==> src/logic/acr_pkg.sv <==
// Functional notes
// - Access-control header low sixteen bits read the fixed capability identifier.
// - Both headers read a fixed capability version in bits 19:16.
// - Both headers hold a read-only next pointer in bits 31:20.
// - Access-control structure exists only on downstream ports.
// - Latency-reporting structure exists only on the upstream port.
// - Latency-reporting header low sixteen bits read its fixed identifier.
// - Capability bits zero to six read one; bit seven reads zero.
// - Bits 15:8 report egress vector size, fixed at eight.
// - Bits 16 to 22 are feature enables, cleared at reset.
// - Egress vector is eight writable bits, cleared at reset.
// - Snoop latency value 9:0 and scale 12:10 are writable, reset zero.
// - No-snoop latency value 25:16 and scale 28:26 are writable, reset zero.
`default_nettype none
package acr_pkg;
    // Register offsets within configuration space.
    localparam logic [11:0] ACS_HDR_OFS     = 12'h220;
    localparam logic [11:0] ACS_CTL_OFS     = 12'h224;
    localparam logic [11:0] EGRESS_OFS      = 12'h228;
    localparam logic [11:0] LTR_HDR_OFS     = 12'h230;
    localparam logic [11:0] LAT_OFS         = 12'h234;
    // Fixed header contents.
    localparam logic [15:0] ACS_CAP_ID      = 16'h000D;
    localparam logic [15:0] LTR_CAP_ID      = 16'h0018;
    localparam logic [3:0]  CAP_VERSION     = 4'h1;
    localparam logic [11:0] NEXT_CAP_PTR    = 12'h240;
    // Fixed capability contents.
    localparam logic [6:0]  ACS_CAP_BITS    = 7'h7F;
    localparam logic [7:0]  EGRESS_VEC_SIZE = 8'h08;
    // Field positions.
    localparam int          ACS_EN_LSB      = 16;
    localparam int          SNOOP_VAL_LSB   = 0;
    localparam int          SNOOP_SCL_LSB   = 10;
    localparam int          NOSNP_VAL_LSB   = 16;
    localparam int          NOSNP_SCL_LSB   = 26;
    // Writable bit masks and reset values.
    localparam logic [31:0] ACS_CTL_WMASK   = 32'h007F_0000;
    localparam logic [31:0] EGRESS_WMASK    = 32'h0000_00FF;
    localparam logic [31:0] LAT_WMASK       = 32'h1FFF_1FFF;
    localparam logic [31:0] ACS_CTL_RST     = 32'h0000_0000;
    localparam logic [31:0] EGRESS_RST      = 32'h0000_0000;
    localparam logic [31:0] LAT_RST         = 32'h0000_0000;
endpackage
`default_nettype wire

==> src/logic/acr_bus_if.sv <==
`timescale 1ns/1ps
`default_nettype none
// Decoded register access passed from the bus slave to the register bank.
interface acr_bus_if;
    logic        wr;
    logic [11:0] addr;
    logic [31:0] wdata;
    logic [31:0] wmask;
    logic [31:0] rdata;
    logic        err;
    modport slv (output wr, output addr, output wdata, output wmask,
                 input rdata, input err);
    modport regs (input wr, input addr, input wdata, input wmask,
                  output rdata, output err);
endinterface
`default_nettype wire

==> src/logic/acr_regs.sv <==
`timescale 1ns/1ps
`default_nettype none
// Access-control and latency-reporting capability registers of one switch port.
module acr_regs #(
    parameter bit P_UPSTREAM_PORT = 1'b0
) (
    input  wire logic        i_core_clk,
    input  wire logic        i_rst,
    input  wire logic        i_psel,
    input  wire logic        i_penable,
    input  wire logic        i_pwrite,
    input  wire logic [11:0] i_paddr,
    input  wire logic [31:0] i_pwdata,
    input  wire logic [3:0]  i_pstrb,
    output var  logic [31:0] o_prdata,
    output var  logic        o_pready,
    output var  logic        o_pslverr,
    output var  logic [6:0]  o_acs_enable,
    output var  logic [7:0]  o_egress_vector,
    output var  logic [9:0]  o_snoop_lat_value,
    output var  logic [2:0]  o_snoop_lat_scale,
    output var  logic [9:0]  o_nosnoop_lat_value,
    output var  logic [2:0]  o_nosnoop_lat_scale
);
    acr_bus_if bus ();

    logic        acs_on;
    logic        ltr_on;
    logic [31:0] acs_ctl_q;
    logic [31:0] egress_q;
    logic [31:0] lat_q;
    logic [31:0] acs_hdr;
    logic [31:0] ltr_hdr;
    logic [31:0] acs_cap;
    logic [31:0] rdata_c;
    logic        err_c;
    logic        hit_ctl;
    logic        hit_egr;
    logic        hit_lat;

    // Port role decides which of the two structures exists.
    assign acs_on = ~P_UPSTREAM_PORT;
    assign ltr_on = P_UPSTREAM_PORT;

    acr_apb_slave u_slave (
        .i_core_clk (i_core_clk),
        .i_rst      (i_rst),
        .i_psel     (i_psel),
        .i_penable  (i_penable),
        .i_pwrite   (i_pwrite),
        .i_paddr    (i_paddr),
        .i_pwdata   (i_pwdata),
        .i_pstrb    (i_pstrb),
        .o_prdata   (o_prdata),
        .o_pready   (o_pready),
        .o_pslverr  (o_pslverr),
        .bus        (bus)
    );

    // Write selects; an absent structure ignores writes entirely.
    assign hit_ctl = bus.wr & acs_on & (bus.addr[11:2] == acr_pkg::ACS_CTL_OFS[11:2]);
    assign hit_egr = bus.wr & acs_on & (bus.addr[11:2] == acr_pkg::EGRESS_OFS[11:2]);
    assign hit_lat = bus.wr & ltr_on & (bus.addr[11:2] == acr_pkg::LAT_OFS[11:2]);

    // Feature enables; the mask keeps capability and reserved bits out of storage.
    acr_wreg #(
        .P_WMASK (acr_pkg::ACS_CTL_WMASK),
        .P_RST   (acr_pkg::ACS_CTL_RST)
    ) u_acs_ctl (
        .i_core_clk (i_core_clk),
        .i_rst      (i_rst),
        .i_wr       (hit_ctl),
        .i_wmask    (bus.wmask),
        .i_wdata    (bus.wdata),
        .o_q        (acs_ctl_q)
    );

    // Egress blocking vector.
    acr_wreg #(
        .P_WMASK (acr_pkg::EGRESS_WMASK),
        .P_RST   (acr_pkg::EGRESS_RST)
    ) u_egress (
        .i_core_clk (i_core_clk),
        .i_rst      (i_rst),
        .i_wr       (hit_egr),
        .i_wmask    (bus.wmask),
        .i_wdata    (bus.wdata),
        .o_q        (egress_q)
    );

    // Snoop and no-snoop latency share one word.
    acr_wreg #(
        .P_WMASK (acr_pkg::LAT_WMASK),
        .P_RST   (acr_pkg::LAT_RST)
    ) u_latency (
        .i_core_clk (i_core_clk),
        .i_rst      (i_rst),
        .i_wr       (hit_lat),
        .i_wmask    (bus.wmask),
        .i_wdata    (bus.wdata),
        .o_q        (lat_q)
    );

    // Control outputs are plain slices of the storage flops.
    assign o_acs_enable        = acs_ctl_q[acr_pkg::ACS_EN_LSB +: 7];
    assign o_egress_vector     = egress_q[7:0];
    assign o_snoop_lat_value   = lat_q[acr_pkg::SNOOP_VAL_LSB +: 10];
    assign o_snoop_lat_scale   = lat_q[acr_pkg::SNOOP_SCL_LSB +: 3];
    assign o_nosnoop_lat_value = lat_q[acr_pkg::NOSNP_VAL_LSB +: 10];
    assign o_nosnoop_lat_scale = lat_q[acr_pkg::NOSNP_SCL_LSB +: 3];

    // Headers are constants, so no write can ever reach them.
    assign acs_hdr = {acr_pkg::NEXT_CAP_PTR, acr_pkg::CAP_VERSION,
                      acr_pkg::ACS_CAP_ID};
    assign ltr_hdr = {acr_pkg::NEXT_CAP_PTR, acr_pkg::CAP_VERSION,
                      acr_pkg::LTR_CAP_ID};
    // Bit seven is reserved and reads zero.
    assign acs_cap = {acs_ctl_q[31:16], acr_pkg::EGRESS_VEC_SIZE, 1'b0,
                      acr_pkg::ACS_CAP_BITS};

    // Read decode. Word offsets of an absent structure read zero without error,
    // as unimplemented configuration space does; only foreign offsets flag error.
    always_comb begin
        rdata_c = 32'h0000_0000;
        err_c   = 1'b0;
        unique case (bus.addr[11:2])
            acr_pkg::ACS_HDR_OFS[11:2]: rdata_c = acs_on ? acs_hdr : 32'h0000_0000;
            acr_pkg::ACS_CTL_OFS[11:2]: rdata_c = acs_on ? acs_cap : 32'h0000_0000;
            acr_pkg::EGRESS_OFS[11:2]:  rdata_c = acs_on ? egress_q : 32'h0000_0000;
            acr_pkg::LTR_HDR_OFS[11:2]: rdata_c = ltr_on ? ltr_hdr : 32'h0000_0000;
            acr_pkg::LAT_OFS[11:2]:     rdata_c = ltr_on ? lat_q : 32'h0000_0000;
            default:                    err_c   = 1'b1;
        endcase
    end

    assign bus.rdata = rdata_c;
    assign bus.err   = err_c;

    logic rd_setup;
    logic wr_done;
    logic addr_mapped;

    // Helpers naming the read setup cycle and the write commit edge.
    assign rd_setup = i_psel & ~i_penable & ~i_pwrite;
    assign wr_done  = i_psel & i_penable & i_pwrite & o_pready;
    // Word offsets that the bank decodes; a foreign offset must answer with an error.
    assign addr_mapped = i_paddr[11:2] inside {acr_pkg::ACS_HDR_OFS[11:2],
                                               acr_pkg::ACS_CTL_OFS[11:2],
                                               acr_pkg::EGRESS_OFS[11:2],
                                               acr_pkg::LTR_HDR_OFS[11:2],
                                               acr_pkg::LAT_OFS[11:2]};
endmodule
`default_nettype wire

==> src/logic/acr_wreg.sv <==
`timescale 1ns/1ps
`default_nettype none
// One 32-bit register whose writable bits are set by a mask; the rest stay zero.
module acr_wreg #(
    parameter logic [31:0] P_WMASK = 32'hFFFF_FFFF,
    parameter logic [31:0] P_RST   = 32'h0000_0000
) (
    input  wire logic        i_core_clk,
    input  wire logic        i_rst,
    input  wire logic        i_wr,
    input  wire logic [31:0] i_wmask,
    input  wire logic [31:0] i_wdata,
    output var  logic [31:0] o_q
);
    logic [31:0] keep;

    // Only bits that are both strobed and writable may change.
    assign keep = i_wmask & P_WMASK;

    // Storage updates only on a committed write.
    always_ff @(posedge i_core_clk or posedge i_rst) begin
        if (i_rst) begin
            o_q <= P_RST & P_WMASK;
        end else if (i_wr) begin
            o_q <= (o_q & ~keep) | (i_wdata & keep);
        end
    end
endmodule
`default_nettype wire

==> src/logic/acr_apb_slave.sv <==
`timescale 1ns/1ps
`default_nettype none
// APB slave with one wait-free access phase; all answers come from flops.
module acr_apb_slave (
    input  wire logic        i_core_clk,
    input  wire logic        i_rst,
    input  wire logic        i_psel,
    input  wire logic        i_penable,
    input  wire logic        i_pwrite,
    input  wire logic [11:0] i_paddr,
    input  wire logic [31:0] i_pwdata,
    input  wire logic [3:0]  i_pstrb,
    output var  logic [31:0] o_prdata,
    output var  logic        o_pready,
    output var  logic        o_pslverr,
    acr_bus_if.slv           bus
);
    logic setup;

    // A setup cycle is where the answer is prepared for the next edge.
    assign setup = i_psel & ~i_penable;

    // Writes commit only on the edge that completes the access phase.
    assign bus.wr    = i_psel & i_penable & i_pwrite & o_pready;
    assign bus.addr  = i_paddr;
    assign bus.wdata = i_pwdata;
    assign bus.wmask = {{8{i_pstrb[3]}}, {8{i_pstrb[2]}},
                        {8{i_pstrb[1]}}, {8{i_pstrb[0]}}};

    // Ready rises in the access phase and falls after it is sampled.
    always_ff @(posedge i_core_clk or posedge i_rst) begin
        if (i_rst) begin
            o_pready <= 1'b0;
        end else begin
            o_pready <= setup;
        end
    end

    // Read data and error are captured in setup and held through access.
    always_ff @(posedge i_core_clk or posedge i_rst) begin
        if (i_rst) begin
            o_prdata  <= 32'h0000_0000;
            o_pslverr <= 1'b0;
        end else if (setup) begin
            o_prdata  <= i_pwrite ? 32'h0000_0000 : bus.rdata;
            o_pslverr <= bus.err;
        end
    end
endmodule
`default_nettype wire

==> config.mk <==
export PLATFORM = sky130hd
export DESIGN_NAME = acr_regs
export DESIGN_NICKNAME = d
export VERILOG_FILES = /design/src/logic/acr_pkg.sv /design/src/logic/acr_bus_if.sv /design/src/logic/acr_regs.sv /design/src/logic/acr_wreg.sv /design/src/logic/acr_apb_slave.sv
export SDC_FILE = /design/constraint.sdc
export NUM_CORES = 1
export LEC_CHECK = 0
export BUFFER_PORTS_ARGS = -buffer_cell sky130_fd_sc_hd__buf_2
export CAP_MARGIN = 20
export CELL_PAD_IN_SITES_DETAIL_PLACEMENT = 0
export CELL_PAD_IN_SITES_GLOBAL_PLACEMENT = 2
export CORE_UTILIZATION = 22
export DETAILED_ROUTE_END_ITERATION = 16
export HOLD_SLACK_MARGIN = 0.1
export PLACE_DENSITY = 0.81
export SYNTH_ARGS = -nofsm -noshare
export SYNTH_HDL_FRONTEND = slang
export SYNTH_SLANG_ARGS = --single-unit
==> constraint.sdc <==
create_clock -name i_core_clk -period 1.7 [get_ports i_core_clk]
set_input_delay 0.34 -clock i_core_clk [delete_from_list [all_inputs] [get_ports i_core_clk]]
set_output_delay 0.34 -clock i_core_clk [all_outputs]
set_load 0.03 [all_outputs]
# Word level (Yosys, flattened, before mapping)
# Cells that the tools add are included.
dict set report totals {
  out_inout_bits 75
  wordCells 29
  register_bits 98
  inputBits 53
}
dict set report classes {
  muxes 3
  n_bitwise 15
  n_eq_ne 5
  reduce_logical 1
}
# cell count
set ops {}
lappend ops {{$pmux W32 S3} 1}
lappend ops {{$and A32 B32 Y32} 2}
lappend ops {{$or A32 B32 Y32} 2}
lappend ops {{$eq A10 B8 Y1 const B} 5}
lappend ops {{$and A32 B23 Y32} 1}
lappend ops {{$and A32 B8 Y32} 1}
lappend ops {{$mux W32} 1}
lappend ops {{$not A23 Y32} 1}
lappend ops {{$not A8 Y32} 1}
lappend ops {{$and A1 B1 Y1} 6}
lappend ops {{$reduce_or A5 Y1} 1}
lappend ops {{$mux W1} 1}
lappend ops {{$not A1 Y1} 1}

# Logic depth before layout (Yosys ltp)
dict set report logic_depth {
  ltp_word 4
  ltp_mapped 5
  mapped_depth_nobuf 3
}

# Hierarchy
# Synthesis repeated with hierarchy kept, for this count alone.
dict set report hier_totals {
  cells_unflattened 482
  hier_area_um2 5315.1
}
# module instances area_each_um2 cells_per_inst
set by_module_without_submodules {}
lappend by_module_without_submodules {acr_apb_slave 1 2214.6 185}
lappend by_module_without_submodules {{acr_wreg (u_latency)} 1 1209.9 89}
lappend by_module_without_submodules {acr_regs 1 839.6 109}
lappend by_module_without_submodules {{acr_wreg (u_egress)} 1 549.3 51}
lappend by_module_without_submodules {{acr_wreg (u_acs_ctl)} 1 501.7 48}

# Least setup slack after synthesis
# Ideal clock, no wire load.
dict set report synth_timing {
  path_type {input to register}
  from {input i_paddr[8]}
  to {register with a tool-made name}
  t_arrival_ns 1.702
  required_ns 1.575
  setup_slack_ns -0.127
  n_path_buf 0
  cell_stages 3
  path_cell_list {or4b_4 nor4_4 mux2_2}
}
# item line
set synth_rtl {}
lappend synth_rtl {{start, declared} acr_regs.sv:12} ;# input wire logic [11:0] i_paddr,

==> reports/metrics.yaml <==
status: "finished clean"
post-route-period-util_pct: 95.6
synthFlopType: "dfrtp_1"
postCtsHoldBufs: 0
drive_above_1_share_pct: 44.1
final.setup.worst_slack_ps: 74.6
synth_compound_area_share_pct: 11.5
avgSynthCellArea_um2: 11.6
drt_iter0_drc: 52
grt-ovfl-total: 0
ys.warnings.count: 0
drtPass1Iterations: 6
synth.area.mux_share_pct: 9.68
die_w_um: 91.0
syn_area_um2: 1740
cellPowerDensity_nw_per_um2: 754
cts_setup_buffers: 0
grt_max_degree: 35
cts_resized: 0
area_growth_pct: 27.0
max-vdd-ir-drop_v: 0.000233
io_buffers: 66
clkTransAtPathRegs_ps: 70
worstSetupEndpointType: "flop"
viasPerCell: 3.94
synth-adder-area-share_pct: 0
clock_latency_ps: 280
grt_antenna_before_repair: 0
period_needed_ps: 1630
dieArea_um2: 8290
cts.sinks: 34
crit_required_ps: 1870
ys_types: 26
antenna_cells: 0
wire_per_inst_um: 12.2
drt_wl_total_mm: 4.02
globalplace.congestion: 0.730
clockBufferDepth: 2
finalNetCount: 279
cts_buffers: 5
rows: 32
htreeDepth: 2
grt_pass1_wl_mm: 6.51
drv_cap: 0
synth_edf_count: 0
start_kind: "primary input"
initial_utilization_pct: 22.7
async_flop_share_pct: 100
final_cell_mix: "buf_2 (66), conb_1 (40), dfrtp_1 (34)"
criticalPathCategory: "in -> reg"
cp_max_fo: 7
r2r-start: "u_slave.o_pready"
grtUsageTotal_pct: 10.2
regToRegSetupSlack_ps: 150
final-hold-violation-count: 0
final_common_cell: "buf_2"
dp_hpwl_mm: 2.89
skew_ps: 5.73
placed_area_um2: 2120
synth-seq-cells: 34
ios: 128
drv_slew: 0
stdcell_area_um2: 2220
fill_cells: 838
grt_pass1_vias: 1200
reg2reg_depth: 4
synth_xor_area_share_pct: 0
syn-instance-count: 151
crit_arrival_ps: 1790
yosys.area_share.simple_pct: 9.61
via_count: 1297
max_freq_mhz: 615
root_buffer: "clkbuf_8"
ant_nets: 0
die_h_um: 91.0
yosysSeqAreaShare_pct: 48.8
cts_tree: "yes"
place_ws_ps: -235
hold_class: "in -> async"
core_um2: 7690
grt_setup_unrepaired: "false"
leakagePower_nw: 1.23
drc: 0
synth_top_family_by_area: "buffers and inverters"
setup_viol: 0
==> per-layer routing <==
| layer | share of wire (%) | GRT usage, % | up-vias |
|---|---|---|---|
| li1 | - | - | 596 |
| met1 | 42 | 13.2 | 631 |
| met2 | 49 | 16.0 | 65 |
| met3 | 7.5 | 2.93 | 5 |
| met4 | 1.7 | 3.97 | 0 |
| met5 | 0 | 0 | - |
==> layout make-up <==
type	count	area, um^2	share of cell area [%]
clock inverters	1	5.00	0.226
repair buffers	76	430	19.4
inverters	6	22.5	1.02
well taps	102	128	5.76
multi-input cells	103	693	31.3
clock buffers	7	86.3	3.90
flip-flops and latches	34	851	38.4
==> worst max-delay path, stage by stage <==
cell and delay, ps:
buf_2 110, or4b_4 570, nor4_4 210, buf_4 220, mux2_2 340
==> how the worst max path moves through the flow <==
stage / endpoint / slack (ps) / start / cells after the start
2_1_floorplan: flop / -90 / i_paddr[8] / 3
3_3_place_gp: flop / -220 / i_paddr[8] / 5
3_5_place_dp: flop / -230 / i_paddr[8] / 5
4_1_cts: flop / 60 / i_paddr[8] / 5
5_1_grt: flop / 10 / i_paddr[8] / 5
6_report: flop / 70 / i_paddr[8] / 5
==> through the flow <==
stage | power, mW | util [%] | setup TNS (ps) | instances | hold WS [ps]
after floorplan | 1.07 | - | -1120 | 190 | 475
after global placement | 1.07 | 27.6 | -2840 | 321 | 458
after detailed placement | 1.07 | 27.6 | -2930 | 321 | 466
after CTS | 1.71 | 28.8 | 0 | 329 | 165
after global routing | 1.75 | 28.8 | 0 | 329 | 204
final | 1.67 | 28.8 | 0 | 329 | 143
==> Yosys cell counts, drive strengths merged, types with 2 or more instances <==
cell type  count  area share, %
buf           41             18
dfrtp         34             49
mux2          15            9.7
o21ai          8            2.3
a32o           7            4.0
clkbuf         6            1.3
inv            6            1.3
a21oi          5            1.4
a22o           5            2.5
nand2          5            1.1
nand4bb        2            1.3
nor2b          2           0.72
nor4           2            2.4
nor4b          2            1.0
==> cells by family after synthesis <==
family / Yosys count
DFF: 34
buffers and inverters: 53
and+or+nand+nor: 20
muxes: 15
other: 1
AOI/OAI and AO/OA: 28
==> power breakdown <==
group	leakage, nW	internal, mW	switching (mW)
Sequential	0.472	0.813	0.00215
Combinational	0.711	0.0521	0.188
Clock	0.0482	0.327	0.288
Total	1.23	1.19	0.478
(Power assumes the default switching activity.)
